<file path="src/ccm_pkg.sv">
/*
 * Constants, types and carriers shared by the configuration checker.
 * Assumes one clock and a synchronous active-high reset in every user.
 */
package ccm_pkg;

	// ==========================================================
	// Widths.
	localparam int unsigned ADDR_W = 4;
	localparam int unsigned DATA_W = 16;
	localparam int unsigned LEN_W = 12;
	localparam int unsigned NTERM = 128;

	// ==========================================================
	// User parameter block byte indexes and bit positions.
	localparam logic [5:0] PRM_CHK_BYTE = 6'h01;
	localparam int unsigned PRM_CHK_BIT = 0;
	localparam logic [5:0] PRM_MULTI_BYTE = 6'h03;
	localparam int unsigned PRM_MULTI_BIT = 4;
	localparam int unsigned PRM_FORCE_BIT = 6;
	localparam logic [5:0] PRM_MAP_BYTE = 6'h09;
	localparam int unsigned PRM_MAP_BIT = 2;
	localparam logic [5:0] PRM_LO_FIRST = 6'h0f;
	localparam logic [5:0] PRM_LO_LAST = 6'h1e;
	localparam logic [5:0] PRM_HI_FIRST = 6'h29;
	localparam logic [5:0] PRM_HI_LAST = 6'h38;
	localparam logic [6:0] TERM_HI_BASE = 7'h40;
	localparam int unsigned TERM_PER_BYTE = 4;

	// Two-bit terminal assignment codes.
	localparam logic [1:0] TERM_ENABLED = 2'h0;
	localparam logic [1:0] TERM_DISABLED = 2'h2;

	// ==========================================================
	// Slave layout block identifier byte fields.
	localparam int unsigned LAY_LEN_LSB = 0;
	localparam int unsigned LAY_IN_BIT = 4;
	localparam int unsigned LAY_OUT_BIT = 5;
	localparam int unsigned LAY_WORD_BIT = 6;

	// Control and status bytes added per analog module in complex form.
	localparam logic [4:0] CTL_BYTES = 5'h01;

	// ==========================================================
	// Register word indexes.
	localparam logic [ADDR_W-1:0] REG_STATUS = 4'h0;
	localparam logic [ADDR_W-1:0] REG_IRQ_STAT = 4'h1;
	localparam logic [ADDR_W-1:0] REG_IRQ_MASK = 4'h2;
	localparam logic [ADDR_W-1:0] REG_CTRL = 4'h3;
	localparam logic [ADDR_W-1:0] REG_IN_LEN = 4'h4;
	localparam logic [ADDR_W-1:0] REG_OUT_LEN = 4'h5;
	localparam logic [ADDR_W-1:0] REG_DIG_OFF = 4'h6;

	// Control register bit, reset value zero (compact).
	localparam int unsigned CTRL_CPLX_BIT = 0;

	// Interrupt sources, one bit each.
	localparam int unsigned IRQ_W = 4;
	localparam int unsigned IRQ_PRM = 0;
	localparam int unsigned IRQ_LAY = 1;
	localparam int unsigned IRQ_LOST = 2;
	localparam int unsigned IRQ_GOOD = 3;

	// ==========================================================
	// Carriers.
	typedef struct packed {
		logic wr;
		logic rd;
		logic [ADDR_W-1:0] addr;
		logic [DATA_W-1:0] wdata;
	} ccm_bus_t;

	typedef struct packed {
		logic start;
		logic valid;
		logic done;
		logic [5:0] idx;
		logic [7:0] data;
	} ccm_byte_in_t;

	typedef struct packed {
		logic [6:0] analog_cnt;
		logic [3:0] analog_in;
		logic [3:0] analog_out;
		logic [7:0] digital_in;
		logic [7:0] digital_out;
	} ccm_mod_t;

	typedef enum logic [1:0] {
		PH_WAIT_PRM,
		PH_WAIT_LAY,
		PH_RUN
	} ccm_phase_t;

	typedef logic [NTERM-1:0][1:0] ccm_map_t;

endpackage

</file>
<file path="src/ccm_term_check.sv">
/*
 * Compares the terminals that are plugged in with those that the
 * master expects. Purely combinational; the caller registers results.
 */
module ccm_term_check (
	// Expected configuration.
	input wire ccm_pkg::ccm_map_t enable_map_i,
	input wire logic [7:0] declared_cnt_i,
	// Physical terminals.
	input wire logic [ccm_pkg::NTERM-1:0] attached_i,
	// Result.
	output logic [ccm_pkg::NTERM-1:0] expected_o,
	output logic consistent_o
);

	// ==========================================================
	// Per-terminal expectation.
	genvar i;
	generate
		for (i = 0; i < ccm_pkg::NTERM; i++)
		begin : g_term
			// A declared terminal is expected unless coded disabled.
			assign expected_o[i] = (8'(i) < declared_cnt_i) &&
				(enable_map_i[i] != ccm_pkg::TERM_DISABLED);
		end
	endgenerate

	// The set must match bit for bit, reserves included.
	assign consistent_o = (expected_o == attached_i);

endmodule

</file>
<file path="src/ccm_config_check.sv">
/*
 * Parameter decoding and configuration consistency for a fieldbus
 * slave coupler. Assumes the parameter and layout byte streams, the
 * module summary and the attached-terminal map are synchronous to
 * core_clk_i, and that register strobes are one cycle long.
 */
module ccm_config_check (
	// Clock and reset.
	input wire logic core_clk_i,
	input wire logic sys_rst_i,
	// Register port.
	input wire ccm_pkg::ccm_bus_t bus_i,
	output logic [ccm_pkg::DATA_W-1:0] rd_data_o,
	// Parameter and layout block streams from the master.
	input wire ccm_pkg::ccm_byte_in_t prm_i,
	input wire ccm_pkg::ccm_byte_in_t lay_i,
	// Attached modules.
	input wire ccm_pkg::ccm_mod_t mod_i,
	input wire logic [ccm_pkg::NTERM-1:0] attached_i,
	// Exchange control.
	output logic stat_diag_o,
	output logic data_exchange_o,
	output logic bus_cycle_en_o,
	output logic [ccm_pkg::LEN_W-1:0] in_len_o,
	output logic [ccm_pkg::LEN_W-1:0] out_len_o,
	output logic [ccm_pkg::LEN_W-1:0] dig_in_off_o,
	output logic [ccm_pkg::LEN_W-1:0] dig_out_off_o,
	// Interrupt.
	output logic irq_o
);

	// Local copies of the package widths, declared before any size cast.
	localparam int unsigned LEN_W = ccm_pkg::LEN_W;
	localparam int unsigned DATA_W = ccm_pkg::DATA_W;

	// ==========================================================
	// State.
	typedef struct packed {
		ccm_pkg::ccm_phase_t phase; // Load sequence.
		logic chk_off; // Layout check disabled.
		logic multi; // Multi-configuration mode.
		logic force_dx; // Exchange despite mismatch.
		logic cplx_global; // Global mapping choice.
		ccm_pkg::ccm_map_t map; // Terminal assignments.
		logic [ccm_pkg::LEN_W-1:0] lay_in; // Layout input bytes.
		logic [ccm_pkg::LEN_W-1:0] lay_out; // Layout output bytes.
		logic [7:0] declared; // Declared modules.
		logic consist; // Registered consistency.
		logic stat_diag;
		logic dx;
		logic bus_en;
		logic [ccm_pkg::LEN_W-1:0] in_len;
		logic [ccm_pkg::LEN_W-1:0] out_len;
		logic [ccm_pkg::LEN_W-1:0] din_off;
		logic [ccm_pkg::LEN_W-1:0] dout_off;
		logic [ccm_pkg::IRQ_W-1:0] irq_stat;
		logic [ccm_pkg::IRQ_W-1:0] irq_mask;
		logic ctrl_cplx; // Mapping used while checking.
		logic [ccm_pkg::DATA_W-1:0] rd_data;
		logic irq;
	} ccm_state_t;

	ccm_state_t s; // Registered state.
	ccm_state_t next_s; // Next state.

	// ==========================================================
	// Terminal comparison.
	logic term_ok; // Attached set matches expectation.
	logic [ccm_pkg::NTERM-1:0] expected; // Expected terminals.

	// The checker sees the map and count as currently registered.
	ccm_term_check u_term (
		.enable_map_i(s.map),
		.declared_cnt_i(s.declared),
		.attached_i(attached_i),
		.expected_o(expected),
		.consistent_o(term_ok)
	);

	// ==========================================================
	// Process image sizes.
	logic cplx_sel; // Mapping in force.
	logic [4:0] a_max; // Larger of analog in and out.
	logic [4:0] a_cplx; // Complex bytes per module.
	logic [ccm_pkg::LEN_W-1:0] an_in; // Analog input bytes.
	logic [ccm_pkg::LEN_W-1:0] an_out; // Analog output bytes.
	logic [ccm_pkg::LEN_W-1:0] need_in; // Input bytes modules need.
	logic [ccm_pkg::LEN_W-1:0] need_out; // Output bytes modules need.
	logic lay_ok; // Layout block accepted.
	logic consistent; // Whole configuration consistent.

	// Sizes follow from the mapping and the attached modules.
	always_comb
	begin
		// Without the check one global bit decides for all modules.
		cplx_sel = s.chk_off ? s.cplx_global : s.ctrl_cplx;
		a_max = (mod_i.analog_in > mod_i.analog_out) ?
			{1'b0, mod_i.analog_in} : {1'b0, mod_i.analog_out};
		a_cplx = a_max + ccm_pkg::CTL_BYTES;
		if (cplx_sel)
		begin
			// Complex: control bytes, same length both ways.
			an_in = LEN_W'(mod_i.analog_cnt) * a_cplx;
			an_out = an_in;
		end
		else
		begin
			// Compact: user data only.
			an_in = LEN_W'(mod_i.analog_cnt) * mod_i.analog_in;
			an_out = LEN_W'(mod_i.analog_cnt) * mod_i.analog_out;
		end
		need_in = an_in + LEN_W'(mod_i.digital_in);
		need_out = an_out + LEN_W'(mod_i.digital_out);
		// With the check off any layout block is accepted.
		lay_ok = s.chk_off ||
			((s.lay_in == need_in) && (s.lay_out == need_out));
		// Multi mode also needs the plugged terminals to match.
		consistent = lay_ok && (!s.multi || term_ok);
	end

	// ==========================================================
	// Next-state logic.
	always_comb
	begin
		logic [7:0] ident; // Layout identifier byte.
		logic [ccm_pkg::LEN_W-1:0] ilen; // Its data length.
		logic [6:0] tbase; // First terminal of a map byte.
		logic [ccm_pkg::IRQ_W-1:0] ev; // Events this cycle.
		logic [ccm_pkg::IRQ_W-1:0] clr; // Software clears.
		ident = lay_i.data;
		ilen = '0;
		tbase = '0;
		ev = '0;
		clr = '0;
		next_s = s;

		// Parameter block bytes are decoded as they arrive.
		if (prm_i.start)
		begin
			// A new block drops the running exchange.
			next_s.phase = ccm_pkg::PH_WAIT_PRM;
		end
		if (prm_i.valid)
		begin
			// Option bytes.
			if (prm_i.idx == ccm_pkg::PRM_CHK_BYTE)
			begin
				next_s.chk_off = prm_i.data[ccm_pkg::PRM_CHK_BIT];
			end
			if (prm_i.idx == ccm_pkg::PRM_MULTI_BYTE)
			begin
				next_s.multi = prm_i.data[ccm_pkg::PRM_MULTI_BIT];
				next_s.force_dx = prm_i.data[ccm_pkg::PRM_FORCE_BIT];
			end
			if (prm_i.idx == ccm_pkg::PRM_MAP_BYTE)
			begin
				next_s.cplx_global = prm_i.data[ccm_pkg::PRM_MAP_BIT];
			end
			// Map bytes: four terminals each, lowest in bits 1:0.
			if ((prm_i.idx >= ccm_pkg::PRM_LO_FIRST) &&
				(prm_i.idx <= ccm_pkg::PRM_LO_LAST))
			begin
				tbase = 7'({prm_i.idx - ccm_pkg::PRM_LO_FIRST, 2'b00});
				for (int k = 0; k < ccm_pkg::TERM_PER_BYTE; k++)
				begin
					next_s.map[tbase + 7'(k)] = prm_i.data[2*k +: 2];
				end
			end
			if ((prm_i.idx >= ccm_pkg::PRM_HI_FIRST) &&
				(prm_i.idx <= ccm_pkg::PRM_HI_LAST))
			begin
				tbase = ccm_pkg::TERM_HI_BASE +
					7'({prm_i.idx - ccm_pkg::PRM_HI_FIRST, 2'b00});
				for (int k = 0; k < ccm_pkg::TERM_PER_BYTE; k++)
				begin
					next_s.map[tbase + 7'(k)] = prm_i.data[2*k +: 2];
				end
			end
		end
		if (prm_i.done)
		begin
			// Block complete: wait for the layout block next.
			next_s.phase = ccm_pkg::PH_WAIT_LAY;
			ev[ccm_pkg::IRQ_PRM] = 1'b1;
		end

		// Layout block: sum input and output bytes, count modules.
		if (lay_i.start)
		begin
			next_s.lay_in = '0;
			next_s.lay_out = '0;
			next_s.declared = '0;
		end
		else if (lay_i.valid)
		begin
			ilen = LEN_W'(ident[ccm_pkg::LAY_LEN_LSB +: 4]) + 1'b1;
			if (ident[ccm_pkg::LAY_WORD_BIT])
			begin
				ilen = LEN_W'({ilen, 1'b0});
			end
			// Identifiers with no direction carry no data.
			if (ident[ccm_pkg::LAY_IN_BIT])
			begin
				next_s.lay_in = s.lay_in + ilen;
			end
			if (ident[ccm_pkg::LAY_OUT_BIT])
			begin
				next_s.lay_out = s.lay_out + ilen;
			end
			// Each identifier stands for one module in order.
			if (s.declared < 8'(ccm_pkg::NTERM))
			begin
				next_s.declared = s.declared + 8'h01;
			end
		end
		if (lay_i.done && (s.phase != ccm_pkg::PH_WAIT_PRM))
		begin
			next_s.phase = ccm_pkg::PH_RUN;
			ev[ccm_pkg::IRQ_LAY] = 1'b1;
		end

		// Exchange state, evaluated every cycle.
		case (s.phase)
			ccm_pkg::PH_RUN:
			begin
				next_s.consist = consistent;
				next_s.stat_diag = !consistent;
				// The force bit only relaxes multi mode.
				next_s.dx = consistent ||
					(s.multi && s.force_dx);
				next_s.bus_en = consistent;
				if (s.consist && !consistent)
				begin
					ev[ccm_pkg::IRQ_LOST] = 1'b1;
				end
				if (!s.consist && consistent)
				begin
					ev[ccm_pkg::IRQ_GOOD] = 1'b1;
				end
			end
			default:
			begin
				// Not parameterised yet: no exchange.
				next_s.consist = 1'b0;
				next_s.stat_diag = 1'b1;
				next_s.dx = 1'b0;
				next_s.bus_en = 1'b0;
			end
		endcase

		// Lengths follow the layout block when unchecked.
		next_s.in_len = s.chk_off ? s.lay_in : need_in;
		next_s.out_len = s.chk_off ? s.lay_out : need_out;
		// Digital data sits behind all analog data.
		next_s.din_off = an_in;
		next_s.dout_off = an_out;

		// Register writes.
		if (bus_i.wr)
		begin
			case (bus_i.addr)
				ccm_pkg::REG_IRQ_STAT:
				begin
					clr = bus_i.wdata[ccm_pkg::IRQ_W-1:0];
				end
				ccm_pkg::REG_IRQ_MASK:
				begin
					next_s.irq_mask = bus_i.wdata[ccm_pkg::IRQ_W-1:0];
				end
				ccm_pkg::REG_CTRL:
				begin
					next_s.ctrl_cplx = bus_i.wdata[ccm_pkg::CTRL_CPLX_BIT];
				end
				default:
				begin
					// Read-only and unmapped words ignore writes.
				end
			endcase
		end

		// A new event wins over a clear in the same cycle.
		next_s.irq_stat = (s.irq_stat & ~clr) | ev;
		next_s.irq = |(next_s.irq_stat & next_s.irq_mask);

		// Register reads answer in the next cycle only.
		next_s.rd_data = '0;
		if (bus_i.rd)
		begin
			case (bus_i.addr)
				ccm_pkg::REG_STATUS:
				begin
					next_s.rd_data = DATA_W'({s.cplx_global, s.force_dx,
						s.chk_off, s.multi, s.bus_en, s.dx,
						s.stat_diag, s.consist});
				end
				ccm_pkg::REG_IRQ_STAT:
				begin
					next_s.rd_data = DATA_W'(s.irq_stat);
				end
				ccm_pkg::REG_IRQ_MASK:
				begin
					next_s.rd_data = DATA_W'(s.irq_mask);
				end
				ccm_pkg::REG_CTRL:
				begin
					next_s.rd_data = DATA_W'(s.ctrl_cplx);
				end
				ccm_pkg::REG_IN_LEN:
				begin
					next_s.rd_data = DATA_W'(s.in_len);
				end
				ccm_pkg::REG_OUT_LEN:
				begin
					next_s.rd_data = DATA_W'(s.out_len);
				end
				ccm_pkg::REG_DIG_OFF:
				begin
					next_s.rd_data = DATA_W'(s.declared);
				end
				default:
				begin
					// Unmapped words read as zero.
					next_s.rd_data = '0;
				end
			endcase
		end
	end

	// ==========================================================
	// State register.
	always_ff @(posedge core_clk_i)
	begin
		if (sys_rst_i)
		begin
			// All terminals enabled, no exchange, diagnosis pending.
			s <= '0;
			s.stat_diag <= 1'b1;
		end
		else
		begin
			s <= next_s;
		end
	end

	// ==========================================================
	// Outputs, each taken straight from the state register.
	assign rd_data_o = s.rd_data;
	assign stat_diag_o = s.stat_diag;
	assign data_exchange_o = s.dx;
	assign bus_cycle_en_o = s.bus_en;
	assign in_len_o = s.in_len;
	assign out_len_o = s.out_len;
	assign dig_in_off_o = s.din_off;
	assign dig_out_off_o = s.dout_off;
	assign irq_o = s.irq;

endmodule

</file>
<file path="config.mk">
export PLATFORM = sky130hd
export DESIGN_NAME = ccm_config_check
export DESIGN_NICKNAME = d
export VERILOG_FILES = /design/src/ccm_pkg.sv /design/src/ccm_term_check.sv /design/src/ccm_config_check.sv
export SDC_FILE = /design/constraint.sdc
export NUM_CORES = 1
export LEC_CHECK = 0
export ABC_AREA = 1
export ABC_CLOCK_PERIOD_IN_PS = 9450
export BUFFER_PORTS_ARGS = -buffer_cell sky130_fd_sc_hd__buf_4
export CORE_MARGIN = 3
export CORE_UTILIZATION = 45
export CTS_BUF_LIST = sky130_fd_sc_hd__clkbuf_8
export DETAILED_ROUTE_END_ITERATION = 10
export GPL_TIMING_DRIVEN = 0
export PLACE_DENSITY = 0.62
export SLEW_MARGIN = 0
export SYNTH_ARGS = -nofsm -noshare
export SYNTH_HDL_FRONTEND = slang
export SYNTH_SLANG_ARGS = --single-unit
</file>
<file path="constraint.sdc">
create_clock -name core_clk_i -period 9.45 [get_ports core_clk_i]
set_clock_uncertainty 0.05 [all_clocks]
set_input_delay 0.4725 -clock core_clk_i [delete_from_list [all_inputs] [get_ports core_clk_i]]
set_output_delay 0.4725 -clock core_clk_i [all_outputs]
set_load 0.005 [all_outputs]
</file>
# Word-level counts from Yosys, hierarchy flattened
# Index checks and enable logic that the tools add are counted.
[word_totals]
register_bits = 371
latch_bits = 0
ramBits = 0
romBits = 0
output_inout_bits = 68
memories = 0
[op_classes]
add_sub_neg = 16
mul = 3
n_div = 0
n_lt_le_gt_ge = 150
eq_ne = 141
n_shift = 0
n_mux = 50
bitwise = 6
n_reduce_logical = 166
[ops]
columns = ["cell", "n"]
rows = [
  ["256-bit bitwise mux", 8],
  ["256-bit two-way mux", 3],
  ["7-bit by 8-bit < comparator with 1-bit output (first input constant)", 64],
  ["6-bit by 8-bit < comparator with 1-bit output (first input constant)", 32],
  ["2-bit != test (second input constant)", 128],
  ["1-bit logical AND", 144],
  ["128-bit equality test", 1],
  ["5-bit by 8-bit < comparator with 1-bit output (first input constant)", 16],
  ["2-bit demux with 7-bit select", 7],
  ["12-bit one-hot mux with 7 select lines", 1],
  ["12-bit two-way mux", 6],
  ["4-bit by 8-bit < comparator with 1-bit output (first input constant)", 8],
  ["7-bit by 8-bit < comparator with 1-bit output (second input constant)", 8],
  ["7-bit by 1-bit greater-or-equal comparator with 1-bit output (second input constant)", 8],
  ["3-bit by 8-bit < comparator with 1-bit output (first input constant)", 4],
  ["7-bit by 2-bit adder with 7-bit output (second input constant)", 4],
  ["12-bit adder", 2],
  ["12-bit by 8-bit adder with 12-bit output", 2],
  ["12-bit equality test", 2],
  ["2-bit two-way mux", 12],
  ["7-bit by 4-bit multiplier with 11-bit output", 2],
  ["1-bit by 8-bit < comparator with 1-bit output (first input constant)", 2],
  ["2-bit by 8-bit < comparator with 1-bit output (first input constant)", 2],
  ["4-bit two-way mux", 4],
  ["35 further kinds", 62],
]

# Longest topological paths before layout
[depth]
word_depth = 17
mapped_depth = 50
ltp_nobuf = 49

# Modules after synthesis
# A second synthesis with hierarchy kept.
[hier_totals]
cells_unflattened = 3987
hier_area_um2 = 24593.6
[modules_own_cells]
columns = ["module", "instances", "cells_per_inst", "area_per_inst_um2", "seq_area_each_um2"]
rows = [
  ["ccm_config_check", 1, 2681, 19078.3, 7327.0],
  ["ccm_term_check", 1, 1306, 5515.3, 0.0],
]

# Worst setup path before layout
# No wires, ideal clock.
[synth_path]
path_type = "input-to-reg"
start = "input mod_i[17] in the netlist's numbering"
end = "register s, in the netlist irq_o"
setup_ps = 128
arrival_time_ps = 6850
slack_ps = 2423
cell_stages = 48
path_buffers = 2
path_cell_list = "clkbuf_1 -> inv_1 -> ha_1 -> a21oi_1 -> o21ai_0 -> o21ai_1 -> o21ai_1 -> ha_1 -> or2_2 -> nand2_1 -> inv_1 -> nand2_1 -> fa_1 -> fa_1 -> fa_1 -> inv_1 -> ha_1 -> nand2_1 -> [... 12 more ...] -> nand2_1 -> nand2_1 -> nand2_1 -> inv_1 -> nor2_1 -> nand2_1 -> nand3_1 -> nand2_1 -> nor2_1 -> nand3_1 -> nor2_1 -> nand2_1 -> nand2_1 -> nand2_1 -> nand2_1 -> a21oi_1 -> nor2_1 -> nor2_1"
[synth_via]
elab_chain_len = 17
elab_cells_between_ends = 23
classes_between = "3 x add/sub; 2 x mul; 1 x order compare; 2 x eq/ne; 6 x mux; 2 x bitwise; 7 x reduce/logical"
[synth_lines]
columns = ["element", "line_no", "source"]
rows = [
  ["start, declared", "ccm_config_check.sv:18", "input wire ccm_pkg::ccm_mod_t mod_i,"],
  ["4-bit > comparator", "ccm_config_check.sv:97", "a_max = (mod_i.analog_in > mod_i.analog_out) ?"],
  ["4-bit two-way mux", "ccm_config_check.sv:97", ""],
  ["4-bit by 1-bit adder with 5-bit output", "ccm_config_check.sv:99", "a_cplx = a_max + ccm_pkg::CTL_BYTES;"],
  ["7-bit by 5-bit multiplier with 12-bit output", "ccm_config_check.sv:103", "an_in = LEN_W'(mod_i.analog_cnt) * a_cplx;"],
  ["12-bit two-way mux *", "ccm_config_check.sv:100", "if (cplx_sel)"],
  ["net an_out, one bit", "ccm_config_check.sv:86", "logic [ccm_pkg::LEN_W-1:0] an_out;"],
  ["12-bit by 8-bit adder with 12-bit output *", "ccm_config_check.sv:113", "need_out = an_out + LEN_W'(mod_i.digital_out);"],
  ["12-bit equality test *", "ccm_config_check.sv:116", "((s.lay_in == need_in) && (s.lay_out == need_out));"],
  ["[... 2 more ...]", "-", ""],
  ["1-bit logical AND *", "ccm_config_check.sv:118", "consistent = lay_ok && (!s.multi || term_ok);"],
  ["1-bit zero test", "ccm_config_check.sv:232", "if (s.consist && !consistent)"],
  ["1-bit logical AND", "ccm_config_check.sv:232", ""],
  ["1-bit two-way mux", "ccm_config_check.sv:232", ""],
  ["2-bit two-way mux *", "ccm_config_check.sv:223", "case (s.phase)"],
  ["4-bit bitwise OR *", "ccm_config_check.sv:282", "next_s.irq_stat = (s.irq_stat & ~clr) | ev;"],
  ["4-bit AND *", "ccm_config_check.sv:283", "next_s.irq = |(next_s.irq_stat & next_s.irq_mask);"],
  ["4-bit OR reduction *", "ccm_config_check.sv:283", ""],
  ["end signal, assigned", "ccm_config_check.sv:341", "s <= next_s;"],
  ["end, declared", "ccm_config_check.sv:63", "ccm_state_t s;"],
]
# Mark *: on every way through the listed nets, which the timed path passes. The rest lies on a longest branch.
# A chain may end at the register's enable or synchronous reset.

# Worst setup path in the final report
[layout_path]
start = "input mod_i[19] in the netlist's numbering"
end = "register s, in the netlist irq_o"
# Same word-level chain as after synthesis.

==> flow_results.org <==
** Status
- The run finished with clean final reports.

** Timing
- Clock period minus worst slack :: 7801 ps
- Slew at the pin with the worst max-slew slack :: 1176 ps
- Of the available clock period, the critical path in the final layout requires 82.55%.
- Max Slew Vio Count :: 0
- Hold Worst Slack :: 99.69 ps
- Setup total negative slack on the finished layout was measured at 0 ps.
- Setup slack closes at 1649 ps.
- Final setup vio count :: 0
- Static timing analysis puts the maximum clock frequency at 128.2 MHz.
- RSZ-0062 raised after global routing :: no
- Max_slew headroom :: 21.05%
- The final hold violation count came to 0.

** Power
- For this design the total switching power over the nets is 1.473 mW.
- Summed over all cells, the static leakage comes to 11.92 nW.
- Across the VDD grid, the largest voltage drop is 0.09173 mV.
- Power per cell area :: 165.8 nW/um^2
- Of the total power, registers draw 37.4%.
- The internal power of the cells totals 2.908 mW.
- Share of power burned in the clock network :: 34.5%
- Portion of total power attributed to combinational logic :: 28.1%
- Sw Ratio :: 33.61%

** Layout
- P&R area growth vs syn :: 18.02%
- Final non-filler cell total :: 4265
- Final net count :: 3893
- Fin area :: 26430 um^2
- In the final layout, the share of cells above drive strength 1 is 13.03%.

** Global routing
- Global routing used 31.25% of the available tracks across all layers.
- The number of antenna violations at the first check in global routing came to 4.
- Residual overflow from global routing :: 0
- Via count of the first global-routing pass :: 22310
- Entering global routing, the biggest net connects 11 pins.
- First-pass GRT wire length :: 127300 um

** Detailed routing
- In this run, the number of DRC markers left after iteration 0 of detailed routing was 2051.
- Using the TritonRoute via totals, the vias-per-cell ratio works out to 5.354.
- In the routed design, unresolved DRC markers number 0.
- Once detail routing completed, the nets flagged for antenna violations numbered 0.
- Across all layers, the routed design uses 22830 vias.
- For this block, the routed nets add up to 84160 um of wire.
- Final routed wire length divided by cell count :: 19.73 um
- Initial DRT Pass Iterations :: 5

** Critical path
- Endpoint of the worst register-to-register path :: irq_o$_SDFF_PP0_
- Most Frequent Cell on Critical Path :: sky130_fd_sc_hd__nand2_1
- Register-to-register path setup slack :: 4650 ps
- Category of the most critical setup path :: input pin to flop
- For the worst flop-to-flop path, the logic depth is 27.
- STA puts the critical path data required time at 9910 ps.
- Crit end category :: flop
- Peak fanout along the critical path :: 9
- Critical path startpoint category :: input pin
- The slowest stage of the critical path belongs to the cell sky130_fd_sc_hd__fa_1.
- Peak per-stage delay on the critical path :: 550 ps
- Origin of the critical flop-to-flop path :: s[369]$_SDFFE_PP0P_
- Data arrives at the worst endpoint at 8270 ps.

** Logic synthesis
- Flip-flop cell with the highest count after synthesis :: sky130_fd_sc_hd__dfxtp_1
- Dividing the synthesized area by the synthesized cell count gives 6.940 um^2.
- The most common cell in the synthesized netlist is sky130_fd_sc_hd__nor2_1.
- Sequential fraction of the synthesis area :: 32.72%
- Share of flip-flops with an asynchronous set or reset after synthesis :: 0%
- The Yosys step of the flow raised 0 warnings.
- Synthesis produced a netlist whose cell count is 3227.
- In this run, synthesis inferred 0 flip-flops with an integrated enable.
- Leading cell types by count after synthesis :: sky130_fd_sc_hd__nor2_1 (529), sky130_fd_sc_hd__inv_1 (500), sky130_fd_sc_hd__nand2_1 (440)
- Post-synthesis register bit count :: 366
- In this run the biggest area consumer among cell types represents 32.72% of the synthesized area.
- Summed over all instances, the cell type with the most area after synthesis is sky130_fd_sc_hd__dfxtp_1.
- In the post-synthesis netlist, the biggest area contributors are sky130_fd_sc_hd__dfxtp_1 (33%), sky130_fd_sc_hd__nor2_1 (8.9%), sky130_fd_sc_hd__inv_1 (8.4%).
- The cell area that synthesis handed to floorplanning was 22390 um^2.
- Number of library cell types mapped by synthesis :: 46

** Clock network
- CTS tree :: done
- Hold-fix buffers at CTS :: 0
- Clock tree sinks :: 366
- In this run the clock root is driven by a sky130_fd_sc_hd__clkbuf_8.
- Register clock-pin slew on the reported worst setup and hold paths :: 60 ps
- In this run the deepest clock path goes through 3 buffers.
- The H-tree was split into 3 levels.
- Number of gates given a new drive strength after cts :: 0
- Buffers inserted during clock tree synthesis total 69.
- For the worst-skew pair, the clock arrives at the later sink with an insertion delay of 650 ps.
- Post-CTS timing repair inserted 0 buffers for setup.

** Worst hold path
- The path with the worst hold slack has its endpoint at s[22]$_SDFF_PP0_.
- In this run the worst hold path is classified as input pin to flop.
- Cell depth of the worst min-delay path :: 3
- Worst hold path startpoint :: prm_i[14]

** Job
- Maximum capacitance violations :: 0

** Die
- In this run the standard cell core region covers 49050 um^2.
- For this configuration, the core starts out at a cell density of 45.65%.
- In this run the horizontal extent of the chip is 229.1 um.
- In this run the vertical extent of the chip is 229.1 um.
- Overall die area :: 52480 um^2
- Ports placed on the boundary :: 285
- Row generation in the floorplan step produced 81 rows.

** Place
- Buffers placed on the I/O ports in this run total 249.
- Worst-case setup slack after placement :: 1063 ps
- In this run the cell area measured after placement is 25110 um^2.
- HPWL reported at the end of detailed placement :: 64800 um
- Total placed cells including tap cells :: 4144
- At the end of routability-driven placement, the weighted congestion stood at 0.9679.
==> worst max-delay path: cells and delay by family <==
family / cells / cell delay (ps)
simple gates: 25 / 2840
fa+ha+maj: 6 / 2590
compound gates: 6 / 1270
buf+inv: 6 / 670
xor+xnor: 1 / 440
==> stage by stage <==
step / util [%] / power (mW)
final: 53.88 / 4.381
after detailed placement: 51.20 / 2.895
after floorplan: - / 2.454
after global routing: 53.87 / 4.608
after global placement: 51.18 / 2.882
after CTS: 53.87 / 4.396
==> cells in the final DEF (no fill, tap or decap), types with 5 or more instances in the layout <==
cell type                  count
sky130_fd_sc_hd__nor4_1        6
sky130_fd_sc_hd__fa_1         39
sky130_fd_sc_hd__ha_1         86
sky130_fd_sc_hd__nor2_1      529
sky130_fd_sc_hd__inv_1       528
sky130_fd_sc_hd__buf_4       316
sky130_fd_sc_hd__nor2_2        7
sky130_fd_sc_hd__o21ai_0     195
sky130_fd_sc_hd__xor2_1       79
sky130_fd_sc_hd__a21oi_1     117
sky130_fd_sc_hd__xnor2_1      60
sky130_fd_sc_hd__a31oi_1      10
sky130_fd_sc_hd__clkbuf_1    113
sky130_fd_sc_hd__inv_2         8
sky130_fd_sc_hd__o22ai_1      14
sky130_fd_sc_hd__o21ai_1      50
sky130_fd_sc_hd__or2_2        21
sky130_fd_sc_hd__nor3_1       49
sky130_fd_sc_hd__nand4_1      22
sky130_fd_sc_hd__nand2_2       5
sky130_fd_sc_hd__buf_1        14
sky130_fd_sc_hd__clkbuf_8     82
sky130_fd_sc_hd__nand3_1     136
sky130_fd_sc_hd__or2_0        10
sky130_fd_sc_hd__nand2_1     440
sky130_fd_sc_hd__clkinv_1      6
sky130_fd_sc_hd__o211ai_1     22
sky130_fd_sc_hd__clkinv_2      5
sky130_fd_sc_hd__a211oi_1    182
sky130_fd_sc_hd__o221ai_1     26
sky130_fd_sc_hd__buf_2        16
sky130_fd_sc_hd__a221oi_1      8
sky130_fd_sc_hd__dfxtp_1     366
==> per-layer routing <==
metal	vias to the layer above	global-route usage (%)	wire length, um
li1	11010	-	-
met1	10690	39.12	34690
met2	909	52.81	39110
met3	222	5.622	6364
met4	6	13.47	3951
met5	-	0	48
==> flip-flops by register name, indices dropped and copies added, names as in the netlist <==
| signal | flops |
|---|---|
| dig_out_off_o | 11 |
| data_exchange_o | 1 |
| stat_diag_o | 1 |
| s | 303 |
| out_len_o | 12 |
| irq_o | 1 |
| bus_cycle_en_o | 1 |
| dig_in_off_o | 12 |
| in_len_o | 12 |
| rd_data_o | 12 |
==> cell type report <==
cell class | count | area (um^2)
antenna | 2 | 5.005
buffer | 209 | 1052
clock buffer | 82 | 1129
clock inverter | 37 | 182.7
fill | 5018 | 22620
inverter | 514 | 1929
multi-input combinational | 2141 | 12100
sequential | 366 | 7327
tap | 664 | 830.8
timing repair buffer | 250 | 1877
==> power groups by stage <==
| stage | logic [mW] | clock network [mW] | registers, mW |
|---|---|---|---|
| global route | 1.38 | 1.59 | 1.64 |
| global placement | 1.21 | 0 | 1.67 |
| finish | 1.23 | 1.51 | 1.64 |
| detailed placement | 1.23 | 0 | 1.67 |
| floorplan | 0.803 | 0 | 1.65 |
| CTS | 1.24 | 1.52 | 1.64 |
==> worst max-delay path by stage <==
stage | start | end | slack [ps] | cells after the start
after detailed placement | mod_i[19] | irq_o$_SDFF_PP0_ | 1060 | 44
after floorplan | mod_i[17] | irq_o$_SDFF_PP0_ | 2420 | 48
after CTS | mod_i[19] | irq_o$_SDFF_PP0_ | 1740 | 44
final | mod_i[19] | irq_o$_SDFF_PP0_ | 1650 | 44
after global placement | mod_i[19] | irq_o$_SDFF_PP0_ | 1160 | 44
after global routing | mod_i[19] | irq_o$_SDFF_PP0_ | 840 | 47
==> cell families after synthesis <==
kind of cell	share of synthesized area, %
XOR/XNOR	5.537
buffers and inverters	13.31
other	0.01675
flip-flops	32.72
AND/OR/NAND/NOR	22.66
adder cells (fa/ha/maj)	8.291
multiplexers	0.1508
AO/OA/AOI/OAI	17.31
Power figures use the tool's default switching activity.
